File: src/pd_pkg.sv
// Purpose: shared constants of the PN dither and CIC decimator
// Assumes: 24-bit fractional samples, 2^0 is the sign bit
// Notes:   register byte address is four times its index
package pd_pkg;
    // ------------------------------------------------------
    // Datapath
    // ------------------------------------------------------
    localparam int DATA_W  = 24;
    localparam int BUS_W   = 69;
    localparam int MAX_ORD = 5;
    localparam int MAX_SH  = 47;
    localparam int EXP_W   = 4;
    localparam int PN_LSB  = 5;
    localparam int LFSR_W  = 23;
    localparam int LFSR_TP = 17;
    localparam int INT_W [MAX_ORD] = '{69, 62, 53, 44, 34};

    // ------------------------------------------------------
    // Register indices
    // ------------------------------------------------------
    localparam logic [7:0] FILT_IDX  = 8'h01;
    localparam logic [7:0] CHCFG_IDX = 8'h05;
    localparam logic [7:0] PNSCL_IDX = 8'h10;
    localparam logic [7:0] DECIM_IDX = 8'h11;
    localparam logic [7:0] STAT_IDX  = 8'h12;

    // ------------------------------------------------------
    // Fields, masks, reset values, responses
    // ------------------------------------------------------
    localparam int BYP_BIT = 15;
    localparam int ORD_LSB = 0;
    localparam int SH_LSB  = 20;
    localparam int IDX_LSB = 2;
    localparam logic [31:0] FILT_MASK  = 32'h0000_8007;
    localparam logic [31:0] CHCFG_MASK = 32'h03F0_0000;
    localparam logic [31:0] HALF_MASK  = 32'h0000_FFFF;
    localparam logic [31:0] REG_RST    = 32'h0000_0000;
    localparam logic [1:0]  RESP_OKAY  = 2'h0;
    localparam logic [1:0]  RESP_SLV   = 2'h2;
endpackage : pd_pkg

File: src/pd_top.sv
// Purpose: PN dither, pre-shift and CIC decimator, I and Q
// Assumes: mixer and exponent inputs share aclk
// Notes:   AXI4-Lite registers, output through small buffer
// Functional notes
// [RULE1] Pseudonoise may be added to mixer I/Q before shifter and filter.
// [RULE2] One noise bit per sample, multiplied by a 16-bit scale.
// [RULE3] Noise amplitude spans zero to one quarter full scale.
// [RULE4] Scale zero adds nothing, disabling noise.
// [RULE5] Smallest non-zero noise step is 2^-18 of full scale per axis.
// [RULE6] Noise bit is sign over 2^0..2^-2; scale weights 2^-3..2^-18.
// [RULE7] Each comb delays by exactly one decimated sample.
// [RULE8] N integrators at input rate, decimate by R, N combs after.
// [RULE9] Filter order is programmable from zero to five.
// [RULE10] Filter register bit 15 bypasses the CIC entirely.
// [RULE11] Shift equals programmed code plus incoming exponent bits.
// [RULE12] Integrators 69,62,53,44,34 bits; combs all 24 bits.
// [RULE13] Input sits in low 24 bits of a 69-bit bus.
// [RULE14] Shifter moves 0 to 47 places, code in bits 25:20.
// [RULE15] Gain is R^N, no compensation beyond the pre-shift.
// [RULE16] Software sets pre_filter_shift_setting from 45, R^N and exponent sum.
// [RULE17] With bypass, software sets pre_filter_shift_setting to 45 minus exponent sum.
// [RULE18] Software keeps total shift at most 45, else MSBs drop.
// [RULE19] Software limits decimation per order to avoid overflow.
//
// Implementation choices: the placing of the registers and the AXI4-Lite interface to the registers.
`timescale 1ns/1ps
module pd_top #(
    parameter int          BUF_DEPTH = 2,
    parameter logic [22:0] PN_SEED   = 23'h000001
) (
    input  wire logic        aclk,
    input  wire logic        aresetn,
    input  wire logic [9:0]  awaddr,
    input  wire logic        awvalid,
    output logic             awready,
    input  wire logic [31:0] wdata,
    input  wire logic [3:0]  wstrb,
    input  wire logic        wvalid,
    output logic             wready,
    output logic [1:0]       bresp,
    output logic             bvalid,
    input  wire logic        bready,
    input  wire logic [9:0]  araddr,
    input  wire logic        arvalid,
    output logic             arready,
    output logic [31:0]      rdata,
    output logic [1:0]       rresp,
    output logic             rvalid,
    input  wire logic        rready,
    input  wire logic        in_valid,
    output logic             in_ready,
    input  wire logic [23:0] in_i,
    input  wire logic [23:0] in_q,
    input  wire logic [3:0]  in_exp,
    output logic             out_valid,
    input  wire logic        out_ready,
    output logic [23:0]      out_i,
    output logic [23:0]      out_q
);
    localparam int PW = $clog2(BUF_DEPTH);
    localparam int CW = $clog2(BUF_DEPTH + 1);

    // ------------------------------------------------------
    // Elaboration checks
    // ------------------------------------------------------
    if (BUF_DEPTH < 2 || BUF_DEPTH > 16) begin : g_chk
        $error("BUF_DEPTH must lie in 2..16");
    end

    // ------------------------------------------------------
    // Decoding helpers
    // ------------------------------------------------------
    function automatic logic mapped(input logic [7:0] idx);
        return idx inside {pd_pkg::FILT_IDX, pd_pkg::CHCFG_IDX,
            pd_pkg::PNSCL_IDX, pd_pkg::DECIM_IDX, pd_pkg::STAT_IDX};
    endfunction : mapped

    function automatic logic [31:0] merge(input logic [31:0] old,
        input logic [31:0] d, input logic [3:0] s);
        logic [31:0] m;
        m = old;
        for (int i = 0; i < 4; i++) begin
            if (s[i]) begin
                m[8*i +: 8] = d[8*i +: 8];
            end
        end
        return m;
    endfunction : merge

    // ------------------------------------------------------
    // Register bus
    // ------------------------------------------------------
    logic        aw_have_reg, aw_have_next;
    logic [7:0]  aw_idx_reg,  aw_idx_next;
    logic        w_have_reg,  w_have_next;
    logic [31:0] wdata_reg,   wdata_next;
    logic [3:0]  wstrb_reg,   wstrb_next;
    logic        bvalid_reg,  bvalid_next;
    logic [1:0]  bresp_reg,   bresp_next;
    logic        rvalid_reg,  rvalid_next;
    logic [31:0] rdata_reg,   rdata_next;
    logic [1:0]  rresp_reg,   rresp_next;
    logic [31:0] filt_reg,    filt_next;
    logic [31:0] chcfg_reg,   chcfg_next;
    logic [31:0] pnscl_reg,   pnscl_next;
    logic [31:0] decim_reg,   decim_next;
    logic [15:0] out_cnt_reg, out_cnt_next;
    logic [CW-1:0] cnt_reg,   cnt_next;
    logic        do_wr;
    logic [7:0]  ar_idx;

    // One held address and one held word; no new write until answered
    assign awready = !aw_have_reg;
    assign wready  = !w_have_reg;
    assign arready = !rvalid_reg;
    assign do_wr   = aw_have_reg && w_have_reg && !bvalid_reg;
    assign ar_idx  = araddr[pd_pkg::IDX_LSB +: 8];
    assign bvalid  = bvalid_reg;
    assign bresp   = bresp_reg;
    assign rvalid  = rvalid_reg;
    assign rdata   = rdata_reg;
    assign rresp   = rresp_reg;

    // Next state of bus and configuration
    always_comb begin
        aw_have_next = aw_have_reg;
        aw_idx_next  = aw_idx_reg;
        w_have_next  = w_have_reg;
        wdata_next   = wdata_reg;
        wstrb_next   = wstrb_reg;
        bvalid_next  = bvalid_reg;
        bresp_next   = bresp_reg;
        rvalid_next  = rvalid_reg;
        rdata_next   = rdata_reg;
        rresp_next   = rresp_reg;
        filt_next    = filt_reg;
        chcfg_next   = chcfg_reg;
        pnscl_next   = pnscl_reg;
        decim_next   = decim_reg;
        if (awvalid && awready) begin
            aw_have_next = 1'b1;
            aw_idx_next  = awaddr[pd_pkg::IDX_LSB +: 8];
        end
        if (wvalid && wready) begin
            w_have_next = 1'b1;
            wdata_next  = wdata;
            wstrb_next  = wstrb;
        end
        if (bvalid_reg && bready) begin
            bvalid_next = 1'b0;
        end
        if (do_wr) begin
            aw_have_next = 1'b0;
            w_have_next  = 1'b0;
            bvalid_next  = 1'b1;
            bresp_next   = mapped(aw_idx_reg) ? pd_pkg::RESP_OKAY
                                              : pd_pkg::RESP_SLV;
            case (aw_idx_reg)
                pd_pkg::FILT_IDX: begin
                    filt_next = merge(filt_reg, wdata_reg, wstrb_reg)
                              & pd_pkg::FILT_MASK;
                end
                pd_pkg::CHCFG_IDX: begin
                    chcfg_next = merge(chcfg_reg, wdata_reg, wstrb_reg)
                               & pd_pkg::CHCFG_MASK;
                end
                pd_pkg::PNSCL_IDX: begin
                    pnscl_next = merge(pnscl_reg, wdata_reg, wstrb_reg)
                               & pd_pkg::HALF_MASK;
                end
                pd_pkg::DECIM_IDX: begin
                    decim_next = merge(decim_reg, wdata_reg, wstrb_reg)
                               & pd_pkg::HALF_MASK;
                end
                default: ;
            endcase
        end
        if (rvalid_reg && rready) begin
            rvalid_next = 1'b0;
        end
        if (arvalid && arready) begin
            rvalid_next = 1'b1;
            rresp_next  = mapped(ar_idx) ? pd_pkg::RESP_OKAY
                                         : pd_pkg::RESP_SLV;
            case (ar_idx)
                pd_pkg::FILT_IDX:  rdata_next = filt_reg;
                pd_pkg::CHCFG_IDX: rdata_next = chcfg_reg;
                pd_pkg::PNSCL_IDX: rdata_next = pnscl_reg;
                pd_pkg::DECIM_IDX: rdata_next = decim_reg;
                pd_pkg::STAT_IDX:  rdata_next = {11'h000, 5'(cnt_reg),
                                                 out_cnt_reg};
                default:           rdata_next = 32'h0000_0000;
            endcase
        end
    end

    // Bus and configuration registers
    always_ff @(posedge aclk) begin
        if (!aresetn) begin
            aw_have_reg <= 1'b0;
            aw_idx_reg  <= 8'h00;
            w_have_reg  <= 1'b0;
            wdata_reg   <= 32'h0000_0000;
            wstrb_reg   <= 4'h0;
            bvalid_reg  <= 1'b0;
            bresp_reg   <= pd_pkg::RESP_OKAY;
            rvalid_reg  <= 1'b0;
            rdata_reg   <= 32'h0000_0000;
            rresp_reg   <= pd_pkg::RESP_OKAY;
            filt_reg    <= pd_pkg::REG_RST;
            chcfg_reg   <= pd_pkg::REG_RST;
            pnscl_reg   <= pd_pkg::REG_RST;
            decim_reg   <= pd_pkg::REG_RST;
        end else begin
            aw_have_reg <= aw_have_next;
            aw_idx_reg  <= aw_idx_next;
            w_have_reg  <= w_have_next;
            wdata_reg   <= wdata_next;
            wstrb_reg   <= wstrb_next;
            bvalid_reg  <= bvalid_next;
            bresp_reg   <= bresp_next;
            rvalid_reg  <= rvalid_next;
            rdata_reg   <= rdata_next;
            rresp_reg   <= rresp_next;
            filt_reg    <= filt_next;
            chcfg_reg   <= chcfg_next;
            pnscl_reg   <= pnscl_next;
            decim_reg   <= decim_next;
        end
    end

    // ------------------------------------------------------
    // Stream control
    // ------------------------------------------------------
    logic [22:0] lfsr_reg, lfsr_next;
    logic [15:0] dec_reg,  dec_next;
    logic        bypass, adv, tick;
    logic [2:0]  ord, eff_ord;
    logic [6:0]  sh_sum;
    logic [5:0]  sh_amt;
    logic [23:0] res [2];

    // Orders above five behave as five
    assign ord     = (filt_reg[2:0] > 3'h5) ? 3'h5           // [RULE9]
                   : filt_reg[pd_pkg::ORD_LSB +: 3];
    assign bypass  = filt_reg[pd_pkg::BYP_BIT];               // [RULE10]
    assign eff_ord = bypass ? 3'h0 : ord;
    assign sh_sum  = {1'b0, chcfg_reg[pd_pkg::SH_LSB +: 6]}
                   + {3'h0, in_exp};                          // [RULE11]
    // Clamped at the shifter end; beyond 45 the top bits already fall off
    assign sh_amt  = (sh_sum > 7'(pd_pkg::MAX_SH))            // [RULE14]
                   ? 6'(pd_pkg::MAX_SH) : sh_sum[5:0];
    assign in_ready = (cnt_reg != CW'(BUF_DEPTH));
    assign adv      = in_valid && in_ready;
    // Every accepted sample leaves when bypassed, else one in R
    assign tick     = adv && (bypass || dec_reg == decim_reg[15:0]); // [RULE8]

    // Next noise state and decimation phase
    always_comb begin
        lfsr_next    = lfsr_reg;
        dec_next     = dec_reg;
        out_cnt_next = out_cnt_reg;
        if (adv) begin
            lfsr_next = {lfsr_reg[21:0],                      // [RULE2]
                lfsr_reg[pd_pkg::LFSR_W-1] ^ lfsr_reg[pd_pkg::LFSR_TP]};
            dec_next  = tick ? 16'h0000 : dec_reg + 16'h0001;
        end
        if (tick) begin
            out_cnt_next = out_cnt_reg + 16'h0001;
        end
    end

    always_ff @(posedge aclk) begin
        if (!aresetn) begin
            lfsr_reg    <= PN_SEED;
            dec_reg     <= 16'h0000;
            out_cnt_reg <= 16'h0000;
        end else begin
            lfsr_reg    <= lfsr_next;
            dec_reg     <= dec_next;
            out_cnt_reg <= out_cnt_next;
        end
    end

    // ------------------------------------------------------
    // Per-axis dither, shifter, integrators, combs
    // ------------------------------------------------------
    for (genvar a = 0; a < 2; a++) begin : g_ax
        logic signed [23:0] din, noise, dith;
        logic signed [24:0] sum;
        logic [68:0] tap [6];
        logic [23:0] cmb [6];

        // Saturating add keeps the dither from wrapping a full-scale sample
        always_comb begin
            din   = (a == 0) ? in_i : in_q;
            noise = {3'h0, pnscl_reg[15:0], 5'h00};           // [RULE6] [RULE3]
            if (lfsr_reg[a]) begin
                noise = -noise;                               // [RULE2]
            end
            sum = 25'(din) + 25'(noise);                      // [RULE1] [RULE4] [RULE5]
            if (sum[24] != sum[23]) begin
                dith = sum[24] ? 24'h800000 : 24'h7FFFFF;
            end else begin
                dith = sum[23:0];
            end
        end

        // Sample in low bits of the wide bus, then the pre-shift
        assign tap[0] = 69'(dith) << sh_amt;                  // [RULE13] [RULE14]

        for (genvar k = 1; k <= pd_pkg::MAX_ORD; k++) begin : g_st
            localparam int W = pd_pkg::INT_W[k-1];            // [RULE12]
            logic [W-1:0] acc_reg, acc_next;
            // Idle stages hold zero so a later order change starts clean
            always_comb begin
                acc_next = acc_reg;
                if (k > eff_ord) begin
                    acc_next = '0;
                end else if (adv) begin
                    acc_next = acc_reg + tap[k-1][68 -: W];   // [RULE8]
                end
            end
            always_ff @(posedge aclk) begin
                if (!aresetn) begin
                    acc_reg <= '0;
                end else begin
                    acc_reg <= acc_next;
                end
            end
            assign tap[k] = (k > eff_ord) ? tap[k-1]          // [RULE9]
                          : 69'(acc_reg) << (69 - W);
        end

        assign cmb[0] = tap[pd_pkg::MAX_ORD][68 -: 24];

        for (genvar j = 1; j <= pd_pkg::MAX_ORD; j++) begin : g_cb
            logic [23:0] dly_reg, dly_next;
            always_comb begin
                dly_next = dly_reg;
                if (j > eff_ord) begin
                    dly_next = 24'h000000;
                end else if (tick) begin
                    dly_next = cmb[j-1];                      // [RULE7]
                end
            end
            always_ff @(posedge aclk) begin
                if (!aresetn) begin
                    dly_reg <= 24'h000000;
                end else begin
                    dly_reg <= dly_next;
                end
            end
            assign cmb[j] = (j > eff_ord) ? cmb[j-1]
                          : cmb[j-1] - dly_reg;               // [RULE7] [RULE12]
        end

        // Raw R^N gain passes on; no trim after the combs
        assign res[a] = cmb[pd_pkg::MAX_ORD];                 // [RULE15]
    end

    // ------------------------------------------------------
    // Output buffer
    // ------------------------------------------------------
    logic [47:0]   mem_reg [BUF_DEPTH];
    logic [47:0]   mem_next [BUF_DEPTH];
    logic [PW-1:0] wp_reg, wp_next, rp_reg, rp_next;
    logic          pop;

    assign out_valid = (cnt_reg != '0);
    assign pop       = out_valid && out_ready;
    assign out_i     = mem_reg[rp_reg][47:24];
    assign out_q     = mem_reg[rp_reg][23:0];

    // A push needs in_ready, so a full buffer stalls the input
    always_comb begin
        mem_next = mem_reg;
        wp_next  = wp_reg;
        rp_next  = rp_reg;
        cnt_next = cnt_reg;
        if (tick) begin
            mem_next[wp_reg] = {res[0], res[1]};
            wp_next = (wp_reg == PW'(BUF_DEPTH - 1)) ? '0 : wp_reg + 1'b1;
        end
        if (pop) begin
            rp_next = (rp_reg == PW'(BUF_DEPTH - 1)) ? '0 : rp_reg + 1'b1;
        end
        cnt_next = cnt_reg + CW'(tick) - CW'(pop);
    end

    always_ff @(posedge aclk) begin
        if (!aresetn) begin
            for (int i = 0; i < BUF_DEPTH; i++) begin
                mem_reg[i] <= 48'h0;
            end
            wp_reg  <= '0;
            rp_reg  <= '0;
            cnt_reg <= '0;
        end else begin
            mem_reg <= mem_next;
            wp_reg  <= wp_next;
            rp_reg  <= rp_next;
            cnt_reg <= cnt_next;
        end
    end
endmodule : pd_top

File: config.mk
export PLATFORM = sky130hd
export DESIGN_NAME = pd_top
export DESIGN_NICKNAME = d
export VERILOG_FILES = /design/src/pd_pkg.sv /design/src/pd_top.sv
export SDC_FILE = /design/constraint.sdc
export NUM_CORES = 2
export LEC_CHECK = 0
export BUFFER_PORTS_ARGS = -buffer_cell sky130_fd_sc_hd__buf_4
export CAP_MARGIN = 20
export CORE_MARGIN = 2
export CORE_UTILIZATION = 69
export DETAILED_ROUTE_END_ITERATION = 6
export PLACE_DENSITY = 0.95
export SLEW_MARGIN = 30
export SYNTH_ARGS = -nofsm -noshare
export SYNTH_HDL_FRONTEND = slang
export SYNTH_SLANG_ARGS = --single-unit
File: constraint.sdc
create_clock -name aclk -period 34.4 [get_ports aclk]
set_clock_uncertainty 0.2 [all_clocks]
set_input_delay 1.72 -clock aclk [delete_from_list [all_inputs] [get_ports aclk]]
set_output_delay 1.72 -clock aclk [all_outputs]
set_load 0.02 [all_outputs]
==> results.sh <==
export IMPL_final_cell_mix="nand2_1, a21oi_1, nor2_1"
export IMPL_powerDensity_mw_per_mm2=39.18
export IMPL_syn_area_per_cell_um2=7.168
export IMPL_cts_buffers=115
export IMPL_synthMuxAreaShare_pct=3.012
export IMPL_synth_edf_count=0
export IMPL_ff_latch_area_mm2=0.02052
export IMPL_ir_worst_vdd_mv=0.04988
export IMPL_grt_overflow_total=0
export IMPL_numClockSinks=1025
export IMPL_maxCapViolations=0
export IMPL_clk_latency_ps=810
export IMPL_drive_gt1_share_pct=6.807
export IMPL_drc_errors=7
export IMPL_crit_path_start="pnscl_reg[0]$_SDFFE_PN0P_"
export IMPL_firstDrtPassIters=7
export IMPL_htreeDepth=3
export IMPL_cts_repair_resized=0
export IMPL_final_area_mm2=0.09678
export IMPL_synth_distinct_cells=108
export IMPL_relSlewSlack_pct=19.94
export IMPL_yosysSeqAreaShare_pct=22.80
export IMPL_grtUsageTotal_pct=48.24
export IMPL_final_antenna_net_count=0
export IMPL_placement_io_buffers=183
export IMPL_syn2layout_area_growth_pct=7.553
export IMPL_netlist_area_mm2=0.08998
export IMPL_clk_pin_slew_ps=70
export IMPL_path_depth=74
export IMPL_num_rows=132
export IMPL_gp_congestion=1.076
export IMPL_dieArea_mm2=0.1333
export IMPL_ios=208
export IMPL_hold_viol=0
export IMPL_viasPerCell=6.847
export IMPL_synthAdderAreaFrac_pct=11.62
export IMPL_clock_root_buffer="clkbuf_16"
export IMPL_worstReg2RegEnd="mem_reg[94]$_SDFFE_PN0P_"
export IMPL_worstPathMaxFanout=22
export IMPL_endpoint="mem_reg[94]$_SDFFE_PN0P_"
export IMPL_cts_hold_fix_buffers=0
export IMPL_cp_required_ps=34920
export IMPL_path_common_cell="or3_1"
export IMPL_slowest_stage="ha_1"
export IMPL_cts_tree="yes"
export IMPL_crit_path_end_kind="flip-flop"
export IMPL_failed_checks="DRC"
export IMPL_wirelength_mm=336.3
export IMPL_hold_class="flip-flop to flip-flop"
export IMPL_wire_per_inst_um=23.65
export IMPL_ys_ff_latch=1025
export IMPL_synthXorXnorAreaFrac_pct=7.204
export IMPL_slowest_delay_ps=770
export IMPL_rsz0062_at_grt="no"
export IMPL_vias=97366
export IMPL_syn_inst=12553
export IMPL_dpl_hpwl_mm=240.1
export IMPL_initial_core_util_pct=69.49
export IMPL_async_reset_ff_share_pct=0
export IMPL_fillCellCount=9831
export IMPL_rr_worst_depth=74
export IMPL_core_mm2=0.1295
export IMPL_r2r_start="pnscl_reg[0]$_SDFFE_PN0P_"
export IMPL_ys_warn_count=0
export IMPL_largest_register_ffs=524
export IMPL_fmax_mhz=51.66
export IMPL_p_leak_nw=41.78
export IMPL_crit_arrival_ps=19880
export IMPL_period_share_pct=56.27
export IMPL_nets=13314
export IMPL_tightestPinTransition_ps=1193
export IMPL_die_y_um=365.1
export IMPL_grt_pass1_vias=91382
export IMPL_placed_area_mm2=0.09256
export IMPL_multi_input_area_mm2=0.06542
export IMPL_synth_flop_cell="dfxtp_1"
export IMPL_maxSlewViolCount=0
export IMPL_finalCriticalPeriod_ps=19360
export IMPL_yosys_area_share_simple_pct=21.75
export IMPL_finalSetupTns_ps=0
export IMPL_synth_compound_area_share_pct=28.71
export IMPL_status="finished with violations"
export IMPL_synth_top_family_by_area="compound AO/OA/AOI/OAI gates"
export IMPL_final_common_cell="nand2_1"
export IMPL_cts_buffer_depth=3
export IMPL_dieWidth_um=365.1
export IMPL_cts_setup_buffers=0
export IMPL_antenna_found_initial=6
export IMPL_cp_top_family="compound AO/OA/AOI/OAI gates"
export IMPL_r2r_setup_slack_ps=15040
export IMPL_drt_iter0_markers=12509
export IMPL_worstSetupStartpointType="flip-flop"
export IMPL_grt_start_max_net_pins=176
export IMPL_critPathBufInv=2
export IMPL_path_class="flip-flop to flip-flop"
export IMPL_setup_viol=0
export IMPL_grt_first_pass_wirelength_mm=511.4
## layout make-up
type	instances	area share [%]
flip-flops and latches	1025	21.21
clock buffers	168	3.562
clock inverters	46	0.6620
inverters	501	1.956
well taps	1742	2.252
diodes	7	0.01810
repair buffers	342	2.746
multi-input cells	10390	67.60
## report_power, final
group | switching [mW] | internal (mW)
Combinational | 0.821 | 0.386
Sequential | 0.0259 | 1.21
Clock | 0.583 | 0.767
## worst reg2reg max path: cells and delay by family (launching register included)
family / cells / cell delay, ps
flops: 1 / 420
simple gates: 20 / 4520
buf+inv: 2 / 380
xor+xnor: 7 / 1190
fa+ha+maj: 7 / 2900
compound gates: 38 / 9750
## worst min-delay path by stage
stage	from	to	slack, ps	cells past startpoint
after floorplan	mem_reg[11]$_SDFFE_PN0P_	mem_reg[11]$_SDFFE_PN0P_	220	2
after global placement	mem_reg[13]$_SDFFE_PN0P_	mem_reg[13]$_SDFFE_PN0P_	230	2
after detailed placement	mem_reg[17]$_SDFFE_PN0P_	mem_reg[17]$_SDFFE_PN0P_	240	2
after CTS	lfsr_reg[5]$_SDFFE_PN0P_	lfsr_reg[6]$_SDFFE_PN0P_	220	2
after global routing	lfsr_reg[5]$_SDFFE_PN0P_	lfsr_reg[6]$_SDFFE_PN0P_	240	2
final	lfsr_reg[5]$_SDFFE_PN0P_	lfsr_reg[6]$_SDFFE_PN0P_	230	2
## metrics by stage
step | total power [mW] | std cells | hold slack [ps] | util (%) | setup WS, ps
global placement | 2.359 | 13997 | 228.0 | 71.45 | 16160
floorplan | 2.064 | 12562 | 219.4 | - | 19700
CTS | 3.728 | 14211 | 219.4 | 74.64 | 15670
detailed placement | 2.393 | 13997 | 236.9 | 71.48 | 15740
global route | 3.911 | 14214 | 237.3 | 74.73 | 14050
finish | 3.791 | 14221 | 227.6 | 74.74 | 15040
## cell usage after synthesis (40+ instances only)
cell      instances  area, um2
a21o_1          429       3221
a31oi_1         168       1051
mux2i_1         129       1291
inv_1           500       1877
o31ai_1         105      788.3
nand3_1         263       1316
o211ai_1         87      653.1
nor3_1          177      885.9
ha_1            799       9997
o21a_1          185       1389
o21bai_1        114      855.8
dfxtp_1        1025      20520
nand2b_1        124      775.7
buf_1            99      371.6
xor2_1          233       2041
o21ai_0         630       3153
a21oi_1        1488       7447
o22ai_1          40      250.2
a22o_1           40      350.3
a211oi_1        219       1644
and3_1          110      688.2
mux2_2          122       1374
clkbuf_1        511       1918
and2_1           74      462.9
nand2_1        2086       7830
nor2b_1         114      713.2
nor2_1         1214       4557
or2_2            50      312.8
a211o_1          45      394.1
or3_1           103      644.4
nand4_1          75      469.2
xnor2_1         502       4397
## cells by family (layout without fill, tap and decap cells)
kind of cell | after synthesis | after routing
buffers and inverters | 1147 | 1057
AOI/OAI and AO/OA | 4059 | 4059
muxes | 253 | 253
xor gates and xnor gates | 737 | 737
adders and majority gates | 822 | 822
other | 1 | 17
and+or+nand+nor | 4509 | 4509
DFF | 1025 | 1025
## layer usage
layer	track usage [%]	share of wire, %	wire [um]
met1	58.55	37	124800
met2	73.42	42	141900
met3	12.60	12	40760
met4	35.86	8.6	28780
met5	0	0.011	37
Power figures use the tool's default switching activity.
